--- config.mk ---
export PLATFORM = sky130hd
export DESIGN_NAME = lepc_ctrl
export DESIGN_NICKNAME = d
export VERILOG_FILES = /design/src/rtl/lepc_pkg.sv /design/src/rtl/lepc_ctrl.sv
export VERILOG_INCLUDE_DIRS = /design/src /design/src/rtl
export SDC_FILE = /design/constraint.sdc
export NUM_CORES = 1
export LEC_CHECK = 0
export BUFFER_PORTS_ARGS = -buffer_cell sky130_fd_sc_hd__buf_2
export CELL_PAD_IN_SITES_DETAIL_PLACEMENT = 1
export CELL_PAD_IN_SITES_GLOBAL_PLACEMENT = 1
export CORE_MARGIN = 2
export CORE_UTILIZATION = 46
export DETAILED_ROUTE_END_ITERATION = 8
export MAX_ROUTING_LAYER = met4
export PLACE_DENSITY_LB_ADDON = 0.1
export SYNTH_ARGS = -nofsm -noshare
export SYNTH_HDL_FRONTEND = slang
export SYNTH_SLANG_ARGS = --single-unit
--- constraint.sdc ---
create_clock -name core_clk -period 2.7 [get_ports core_clk]
set_input_delay 0.54 -clock core_clk [delete_from_list [all_inputs] [get_ports core_clk]]
set_output_delay 0.54 -clock core_clk [all_outputs]
set_load 0.005 [all_outputs]
--- src/rtl/lepc_cfg.svh ---
// Constants of the line energy power control block: register offset,
// field positions, reset values and timing counts.
// Assumes a 5-bit management register address and a 50 MHz core clock.
`ifndef LEPC_CFG_SVH
`define LEPC_CFG_SVH

`define LEPC_ADDR_W         5
`define LEPC_ADDR           5'h1d
`define LEPC_BIT_EN         15
`define LEPC_BIT_AUTO_UP    14
`define LEPC_BIT_AUTO_DOWN  13
`define LEPC_BIT_MAN        12
`define LEPC_BIT_SINGLE     11
`define LEPC_BIT_PWR        10
`define LEPC_BIT_ERR_HIT    9
`define LEPC_BIT_DATA_HIT   8
`define LEPC_ERR_MSB        7
`define LEPC_ERR_LSB        4
`define LEPC_DATA_MSB       3
`define LEPC_DATA_LSB       0
`define LEPC_RST_EN         1'b0
`define LEPC_RST_AUTO_UP    1'b1
`define LEPC_RST_AUTO_DOWN  1'b1
`define LEPC_RST_SINGLE     1'b0
`define LEPC_RST_ERR_LIM    4'h1
`define LEPC_RST_DATA_LIM   4'h1
`define LEPC_CLK_KHZ        50000
`define LEPC_IDLE_MS        2000
`define LEPC_BURST_LEN      3'h4
`define LEPC_BURST_GAP      2'h2

`endif

--- src/rtl/lepc_pkg.sv ---
// Types of the line energy power control block.
// Field positions and reset values live in lepc_cfg.svh.
package lepc_pkg;

    typedef struct packed {
        logic       en;
        logic       auto_up;
        logic       auto_down;
        logic       single;
        logic [3:0] err_lim;
        logic [3:0] data_lim;
    } lepc_ctrl_t;

    typedef struct packed {
        logic data;
        logic err;
        logic silent;
    } lepc_evt_t;

    typedef enum logic {
        LEPC_DOWN,
        LEPC_UP
    } lepc_state_t;

endpackage

--- src/rtl/lepc_ctrl.sv ---
// Energy-sensing power control of the transceiver line circuitry.
// Assumes register strobes from management logic on core_clk, and raw
// energy detector levels from the analog front end (asynchronous).
`timescale 1ns/10ps
`include "lepc_cfg.svh"

// How it works
// - Energy mode acts only while enable bit set
// - Auto wake once data count reaches threshold
// - Auto sleep when line shows no energy
// - Manual bit flips state, then self-clears
// - Four pulses on power-up, one if single
// - Power flag reads current up/down state
// - Error threshold flag, clear on read, informational
// - Data threshold flag set, clear on read
// - Error threshold field, reset value one
// - Data threshold field, reset value one
// - Counters clear after two idle seconds
module lepc_ctrl #(
    parameter int unsigned IDLE_CYCLES = `LEPC_IDLE_MS * `LEPC_CLK_KHZ,
    parameter int unsigned CNT_W       = 4
) (
    input  wire logic                    core_clk,
    input  wire logic                    nrst,
    input  wire logic [`LEPC_ADDR_W-1:0] reg_addr,
    input  wire logic                    reg_wr_en,
    input  wire logic [15:0]             reg_wr_data,
    input  wire logic                    reg_rd_en,
    output logic      [15:0]             reg_rd_data,
    input  wire lepc_pkg::lepc_evt_t     evt_raw,
    output logic                         line_drv_on,
    output logic                         ed_pulse
);
    import lepc_pkg::*;

    localparam int unsigned TW = $clog2(IDLE_CYCLES + 1);
    localparam logic [CNT_W-1:0] CNT_MAX = '1;

    ////////////////////////////////////////////////////////////////////////
    // Detector inputs cross into core_clk through two flops

    lepc_evt_t sync1;
    lepc_evt_t sync2;
    lepc_evt_t evt_q;
    lepc_evt_t next_sync1;
    lepc_evt_t next_sync2;
    lepc_evt_t next_evt_q;
    logic      data_evt;
    logic      err_evt;

    always_comb begin
        next_sync1 = evt_raw;
        next_sync2 = sync1;
        next_evt_q = sync2;
    end

    always_ff @(posedge core_clk or negedge nrst) begin
        if (!nrst) begin
            sync1 <= '0;
            sync2 <= '0;
            evt_q <= '0;
        end else begin
            sync1 <= next_sync1;
            sync2 <= next_sync2;
            evt_q <= next_evt_q;
        end
    end

    // Events are rising edges of the synchronised detector levels
    assign data_evt = sync2.data & ~evt_q.data;
    assign err_evt  = sync2.err & ~evt_q.err;

    ////////////////////////////////////////////////////////////////////////
    // Register, counters, power state and pulse burst

    function automatic logic [CNT_W-1:0] sat_inc(input logic [CNT_W-1:0] c);
        sat_inc = (c == CNT_MAX) ? c : c + 1'b1;
    endfunction

    lepc_ctrl_t       ctrl;
    lepc_ctrl_t       next_ctrl;
    lepc_state_t      state;
    lepc_state_t      next_state;
    logic             man;
    logic             next_man;
    logic             err_hit;
    logic             next_err_hit;
    logic             data_hit;
    logic             next_data_hit;
    logic [CNT_W-1:0] data_cnt;
    logic [CNT_W-1:0] next_data_cnt;
    logic [CNT_W-1:0] err_cnt;
    logic [CNT_W-1:0] next_err_cnt;
    logic [TW-1:0]    idle_cnt;
    logic [TW-1:0]    next_idle_cnt;
    logic [2:0]       burst_left;
    logic [2:0]       next_burst_left;
    logic [1:0]       gap;
    logic [1:0]       next_gap;
    logic             next_ed_pulse;
    logic [15:0]      next_rd_data;
    logic             hit;
    logic             idle_done;
    logic             data_set;
    logic             err_set;
    logic             data_reach;

    assign hit        = (reg_addr == `LEPC_ADDR);
    assign idle_done  = (idle_cnt == TW'(IDLE_CYCLES - 1));
    // Fields widen to the counter width; CNT_W must not be below 4
    assign data_reach = (CNT_W'(ctrl.data_lim) <= data_cnt);
    assign data_set   = data_evt &&
        (CNT_W'(ctrl.data_lim) <= sat_inc(data_cnt));
    assign err_set    = err_evt &&
        (CNT_W'(ctrl.err_lim) <= sat_inc(err_cnt));

    always_comb begin
        next_ctrl       = ctrl;
        next_man        = 1'b0;  // Self-clears one cycle after the write
        next_state      = state;
        next_data_cnt   = data_cnt;
        next_err_cnt    = err_cnt;
        next_idle_cnt   = idle_cnt;
        next_burst_left = burst_left;
        next_gap        = gap;
        next_ed_pulse   = 1'b0;
        next_rd_data    = reg_rd_data;
        next_err_hit    = err_hit;
        next_data_hit   = data_hit;

        if (reg_wr_en && hit) begin
            next_ctrl.en        = reg_wr_data[`LEPC_BIT_EN];
            next_ctrl.auto_up   = reg_wr_data[`LEPC_BIT_AUTO_UP];
            next_ctrl.auto_down = reg_wr_data[`LEPC_BIT_AUTO_DOWN];
            next_ctrl.single    = reg_wr_data[`LEPC_BIT_SINGLE];
            next_ctrl.err_lim   =
                reg_wr_data[`LEPC_ERR_MSB:`LEPC_ERR_LSB];
            next_ctrl.data_lim  =
                reg_wr_data[`LEPC_DATA_MSB:`LEPC_DATA_LSB];
            next_man            = reg_wr_data[`LEPC_BIT_MAN];
        end

        if (reg_rd_en && hit) begin
            next_rd_data = '0;
            next_rd_data[`LEPC_BIT_EN]        = ctrl.en;
            next_rd_data[`LEPC_BIT_AUTO_UP]   = ctrl.auto_up;
            next_rd_data[`LEPC_BIT_AUTO_DOWN] = ctrl.auto_down;
            next_rd_data[`LEPC_BIT_MAN]       = man;
            next_rd_data[`LEPC_BIT_SINGLE]    = ctrl.single;
            next_rd_data[`LEPC_BIT_PWR]       = (state == LEPC_UP);
            next_rd_data[`LEPC_BIT_ERR_HIT]   = err_hit;
            next_rd_data[`LEPC_BIT_DATA_HIT]  = data_hit;
            next_rd_data[`LEPC_ERR_MSB:`LEPC_ERR_LSB]   = ctrl.err_lim;
            next_rd_data[`LEPC_DATA_MSB:`LEPC_DATA_LSB] = ctrl.data_lim;
            next_err_hit  = 1'b0;
            next_data_hit = 1'b0;
        end
        // Set beats clear so an event in the read cycle is not lost
        if (err_set) begin
            next_err_hit = 1'b1;
        end
        if (data_set) begin
            next_data_hit = 1'b1;
        end

        if (data_evt) begin
            next_data_cnt = sat_inc(data_cnt);
            next_idle_cnt = '0;
        end else if (idle_done) begin
            next_data_cnt = '0;
            next_err_cnt  = '0;
            next_idle_cnt = '0;
        end else begin
            next_idle_cnt = idle_cnt + 1'b1;
        end
        if (err_evt && !idle_done) begin
            next_err_cnt = sat_inc(err_cnt);
        end

        // Error threshold never drives a power action
        if (ctrl.en) begin
            case (state)
                LEPC_DOWN: begin
                    if (man || (ctrl.auto_up && data_reach)) begin
                        next_state = LEPC_UP;
                    end
                end
                LEPC_UP: begin
                    if (man || (ctrl.auto_down && evt_q.silent)) begin
                        next_state = LEPC_DOWN;
                    end
                end
                default: next_state = LEPC_DOWN;
            endcase
        end

        // Burst of energy pulses each time the driver powers up
        if (next_state == LEPC_UP && state != LEPC_UP) begin
            next_burst_left = ctrl.single ? 3'h1 : `LEPC_BURST_LEN;
            next_gap        = '0;
        end else if (state != LEPC_UP) begin
            next_burst_left = '0;  // Powering down aborts a burst
        end else if (burst_left != '0) begin
            if (gap == '0) begin
                next_ed_pulse   = 1'b1;
                next_burst_left = burst_left - 1'b1;
                next_gap        = `LEPC_BURST_GAP - 2'h1;
            end else begin
                next_gap = gap - 1'b1;
            end
        end
    end

    always_ff @(posedge core_clk or negedge nrst) begin
        if (!nrst) begin
            ctrl.en        <= `LEPC_RST_EN;
            ctrl.auto_up   <= `LEPC_RST_AUTO_UP;
            ctrl.auto_down <= `LEPC_RST_AUTO_DOWN;
            ctrl.single    <= `LEPC_RST_SINGLE;
            ctrl.err_lim   <= `LEPC_RST_ERR_LIM;
            ctrl.data_lim  <= `LEPC_RST_DATA_LIM;
            man            <= 1'b0;
            state          <= LEPC_DOWN;
            data_cnt       <= '0;
            err_cnt        <= '0;
            idle_cnt       <= '0;
            burst_left     <= '0;
            gap            <= '0;
            ed_pulse       <= 1'b0;
            reg_rd_data    <= '0;
            err_hit        <= 1'b0;
            data_hit       <= 1'b0;
        end else begin
            ctrl        <= next_ctrl;
            man         <= next_man;
            state       <= next_state;
            data_cnt    <= next_data_cnt;
            err_cnt     <= next_err_cnt;
            idle_cnt    <= next_idle_cnt;
            burst_left  <= next_burst_left;
            gap         <= next_gap;
            ed_pulse    <= next_ed_pulse;
            reg_rd_data <= next_rd_data;
            err_hit     <= next_err_hit;
            data_hit    <= next_data_hit;
        end
    end

    // Meaningless while disabled, as the power flag is
    assign line_drv_on = (state == LEPC_UP);
endmodule

## After elaboration in Yosys (flattened, before gate mapping)

Cells that the tools add are included.

- Add/subtract/negate cells: 5
- Magnitude comparators: 3
- Equal/unequal tests: 7
- Multiplexer cells: 29
- Bitwise operators: 5
- Reductions and logical operators: 22

Operators with widths:

| kind | count |
|---|---|
| 2-to-1 mux 27 bit | 2 |
| adder 27 x 1 -> 27 bit, second input constant | 1 |
| == test 27 bit, second input constant | 1 |
| 2-to-1 mux 4 bit | 6 |
| 2-to-1 mux 3 bit | 5 |
| <= comparator 4 bit | 3 |
| nonzero test 2 bit | 6 |
| 2-to-1 mux 1 bit | 11 |
| adder 4 x 1 -> 4 bit, second input constant | 2 |
| == test 4 bit, second input constant | 2 |
| logical AND 1 bit | 8 |
| 2-to-1 mux 2 bit | 4 |
| inequality test 3 x 1 -> 1 bit, second input constant | 2 |
| AND reduction 2 bit | 3 |
| == test 5 bit, second input constant | 1 |
| NOT 1 bit | 3 |
| nonzero test 3 bit | 1 |
| subtractor 3 x 1 -> 3 bit, second input constant | 1 |
| AND 1 bit | 2 |
| logical NOT 2 bit | 1 |
| logical OR 1 bit | 2 |
| inequality test 2 x 1 -> 1 bit, second input constant | 1 |
| case mux 1 bit (2 select lines) | 1 |
| subtractor 2 x 1 -> 2 bit, second input constant | 1 |
| logical NOT 1 bit | 1 |

- Flip-flop bits (word level): 82
- Input port bits: 28
- Logic and storage cells: 97

## Depth between registers and ports, before layout

- Depth in word-level cells: 9
- Gate-level depth with buffers: 9
- Depth with buffers taken out: 9

## Worst setup path after synthesis

No wires, ideal clock.

- Path type: register -> register
- Start: register data_cnt[0]
- End: register data_hit
- Data arrival time: 1980 ps
- Data required time: 2634 ps
- Path slack: 653 ps
- Stages on the path, launching flop included: 10
- Path through: dfrtp_1 ha_1 nand3_1 mux2i_1 ha_1 nor2b_1 o21a_1 o21a_1 o21ai_0 a22o_1

- Longest elaborated chain between the ends: 5

RTL lines:

| item | line | source |
|---|---|---|
| from (decl) | lepc_ctrl.sv:90 | `logic [CNT_W-1:0] data_cnt;` |
| from (signal assigned) | lepc_ctrl.sv:237 | `data_cnt <= next_data_cnt;` |
| adder 4 x 1 -> 4 bit / == test 4 bit (equally long branches) | lepc_ctrl.sv:77 | `sat_inc = (c == CNT_MAX) ? c : c + 1'b1;` |
| 2-to-1 mux 4 bit (*) | - |  |
| <= comparator 4 bit (*) | lepc_ctrl.sv:113 | `(CNT_W'(ctrl.data_lim) <= sat_inc(data_cnt));` |
| logical AND 1 bit (*) | lepc_ctrl.sv:112 | `assign data_set = data_evt &&` |
| 2-to-1 mux 1 bit / nonzero test 2 bit (equally long branches) | - |  |
| to (signal assigned) | lepc_ctrl.sv:245 | `data_hit <= next_data_hit;` |
| to (decl) | lepc_ctrl.sv:88 | `logic data_hit;` |

Every way passes the cells marked *; elsewhere a longest branch is shown, timed or not.
A chain may end at the register's enable or synchronous reset.

## Worst setup path in the final report

Ends and elaborated chain as after synthesis.

==> results by group <==
Synthesis
  – Asr flop ratio synth: 1.00
  – Most frequent cell after synthesis: dfrtp_1
  – Yosys warnings: 0
  – Register bit total from synthesis: 82
  – Post-synthesis cell count: roughly 350
  – Synthesized area: 0.00392 sq mm
  – Distinct cell type count after synthesis: 47
  – Post-Syn Area per Cell: roughly 11 sq um
  – Number of synthesized flops with an enable pin: 0
  – Yosys top cell area share: 0.498
  – Seq/Total Area, Yosys: 0.525
  – Top cells by count, synth: dfrtp_1, nand2_1, nor2_1, mux2_2, nand3_1
  – Synth area leaders: dfrtp_1, mux2_2, ha_1
  – Largest area contributor in the netlist: dfrtp_1
  – Syn_nets: a little under 400
  – Main flop type after synthesis: dfrtp_1

Detailed routing
  – DRT met1 WL: just under 4 mm
  – WL/cell: roughly 16 um
  – Final ANT Viol Nets: 0
  – Met3 wire len: around 250 um
  – Residual DRC: 0
  – Drt pass-1 iters: 4
  – Initial DRC Count: 83
  – DR top layer: met4
  – Vias/cell: roughly 5.4
  – Via count: between 2000 and 3000
  – Drt total wl: 8.12 mm
  – Metal2 WL: 3.86 mm

Setup path
  – Worst EP required: about 3000 ps
  – CP max FO: 6
  – Reg2Reg Depth: 9
  – Startpoint Class: flop
  – WS Path Type: flop to flop
  – Reg2reg end: data_hit$_DFFE_PN0P_
  – Worst R2R Start: data_cnt[0]$_DFFE_PN0P_
  – Critical Path End Type: flop
  – Crit path DAT: ~2500 ps
  – R2R Setup Slk: approximately 460 ps

Placed design
  – Hpwl dp: about 5.8 mm
  – Gp weighted congestion: 0.750
  – Number of port buffers: between 40 and 50

Layout
  – Reg area: slightly above 0.002 sq mm
  – Multi-input gate area: 0.00178 sq mm
  – # fillers: 932
  – Layout area overhead: 14.4%
  – Layout cells sized above 1: 0.252
  – Final-stage net count: between 400 and 500
  – # diodes: 0

GRT
  – First-pass GRT wire length: 14.0 mm
  – Total gr overflow: 0
  – Antenna violations before repair: 0
  – Largest net degree at the start of global routing: 53
  – Vias in the first global route: 2934
  – GRT Util Overall: 0.202

Clock network
  – CTS resizes: 0
  – Clock sink count: 82
  – CTS Buf Count: 9
  – Root Driver: clkbuf_8
  – Max Buffers Root-to-Sink: 2
  – Postcts setup bufs: 0
  – Cts hold-fix bufs: 0
  – Clk_lat worst skew: 350 ps
  – H-tree depth: 3
  – Worst-path clk slew: around 80 ps
  – Clock tree from TritonCTS: yes

STA
  – Least-Margin Pin Slew: approximately 600 ps
  – Slew headroom: 0.596
  – Peak Freq: 0.446 GHz
  – Max Slew Vio Count: 0
  – Period utilisation layout: 0.831
  – Final Hold Violating Endpoints: 0
  – Setup TNS: 0 ps
  – RSZ-0062 raised after global routing: no
  – Post-route minimum period: 2240 ps
  – Final setup viols: 0
  – Clk_skew: between 7 and 8 ps

Die
  – Die H: ~96 um
  – Initial Util: 0.475
  – # IOs: 46
  – Row count: 33
  – Die width: approximately 96 um
  – Die ar.: between 0.009 and 0.01 sq mm
  – CORE AREA: between 0.008 and 0.009 sq mm

Outcome
  – Status: complete, no violations

Power and ir drop
  – Worst IR drop on VDD: ~0.34 mV
  – Power Density: just over 700 mW/mm^2
  – Power, Total: 3.19 mW
  – Leak: 2.12 nW

Worst hold path
  – Hold crit path type: primary input to asynchronous set/reset pin

Flow run
  – Max Cap Violations: 0
## critical path: stages (launching register included)
cell	delay, ps
dfrtp_1	460
ha_1	280
nand3_1	190
mux2i_1	250
ha_1	280
nor2b_1	140
o21a_1	160
o21a_1	160
o21ai_0	140
a22o_1	130
## registers in the layout, summed over array words and instances, names as in the netlist, 2 cells and up
signal / count
idle_cnt: 27
reg_rd_data: 16
ctrl: 12
data_cnt: 4
err_cnt: 4
burst_left: 3
evt_q: 3
next_evt_q: 3
next_sync2: 3
gap: 2
## cells by family (layout without fill, tap and decap cells)
kind of cell,Yosys count,in the layout,synth area share
simple gates,128,128,0.184
flops,82,82,0.525
compound gates,49,49,0.0814
mux,30,30,0.0856
xor+xnor,22,22,0.0492
buf+inv,19,76,0.0204
fa+ha+maj,17,17,0.0543
## through the flow
stage | worst slack, ps | area (sq um) | util | hold slack [ps] | std cells
floorplan | 653 | 3920 | - | 244 | 347
global placement | 495 | 4290 | 0.519 | 333 | 493
detailed placement | 468 | 4290 | 0.519 | 339 | 493
CTS | 437 | 4480 | 0.543 | 123 | 509
global route | 252 | 4480 | 0.543 | 130 | 509
finish | 457 | 4480 | 0.543 | 118 | 509
## area by class of cell
| class | count | area share |
|---|---|---|
| clock buffer | 12 | 0.0324 |
| clock inverter | 4 | 0.0114 |
| inverter | 12 | 0.0101 |
| multi-input combinational | 246 | 0.398 |
| sequential | 82 | 0.459 |
| tap | 105 | 0.0293 |
| timing repair buffer | 48 | 0.0603 |
## where the power goes
part	total (mW)	leakage, nW	switching [mW]	internal, mW
registers	1.58	1.06	0.174	1.41
logic	0.714	0.960	0.343	0.371
clock network	0.892	0.0966	0.438	0.454
total	3.19	2.12	0.955	2.24
## placed cells by master (no fill, tap or decap), types with 2 or more instances in the layout
master	synthesis	routed
mux2i_1	4	4
dfstp_2	4	4
mux2_2	25	25
o21ai_0	17	17
nor4_1	2	2
clkbuf_8	0	10
buf_4	0	6
xnor2_1	9	9
nand2_1	29	29
a311oi_1	4	4
xor2_1	13	13
nor2b_1	6	6
a31oi_1	2	2
o21a_1	5	5
nand2b_1	5	5
inv_1	12	12
o2bb2ai_1	4	4
o211ai_1	2	2
nand4_1	8	8
dfrtp_1	78	78
nor3_1	3	3
nor4_4	2	2
a21oi_1	9	9
and3_1	4	4
buf_2	1	41
clkbuf_1	4	2
ha_1	17	17
a41oi_1	2	2
nand4_4	2	2
a22o_1	2	2
nand3_1	23	23
nor2_1	29	29
and2_1	4	4
## worst max-delay path by stage
stage	startpoint	endpoint	slack, ps	cells past startpoint
floorplan	data_cnt[0]$_DFFE_PN0P_	data_hit$_DFFE_PN0P_	650	9
global placement	data_cnt[0]$_DFFE_PN0P_	data_hit$_DFFE_PN0P_	500	9
detailed placement	data_cnt[0]$_DFFE_PN0P_	data_hit$_DFFE_PN0P_	470	9
CTS	data_cnt[0]$_DFFE_PN0P_	data_hit$_DFFE_PN0P_	440	9
global route	data_cnt[0]$_DFFE_PN0P_	data_hit$_DFFE_PN0P_	250	9
finish	data_cnt[0]$_DFFE_PN0P_	data_hit$_DFFE_PN0P_	460	9
## routing by layer
metal | vias to the layer above | GRT usage
met5 | - | -
met4 | 0 | 0.0516
met3 | 5 | 0.0470
met2 | 36 | 0.321
met1 | 1362 | 0.264
li1 | 1340 | -
Power figures use the tool's default switching activity.
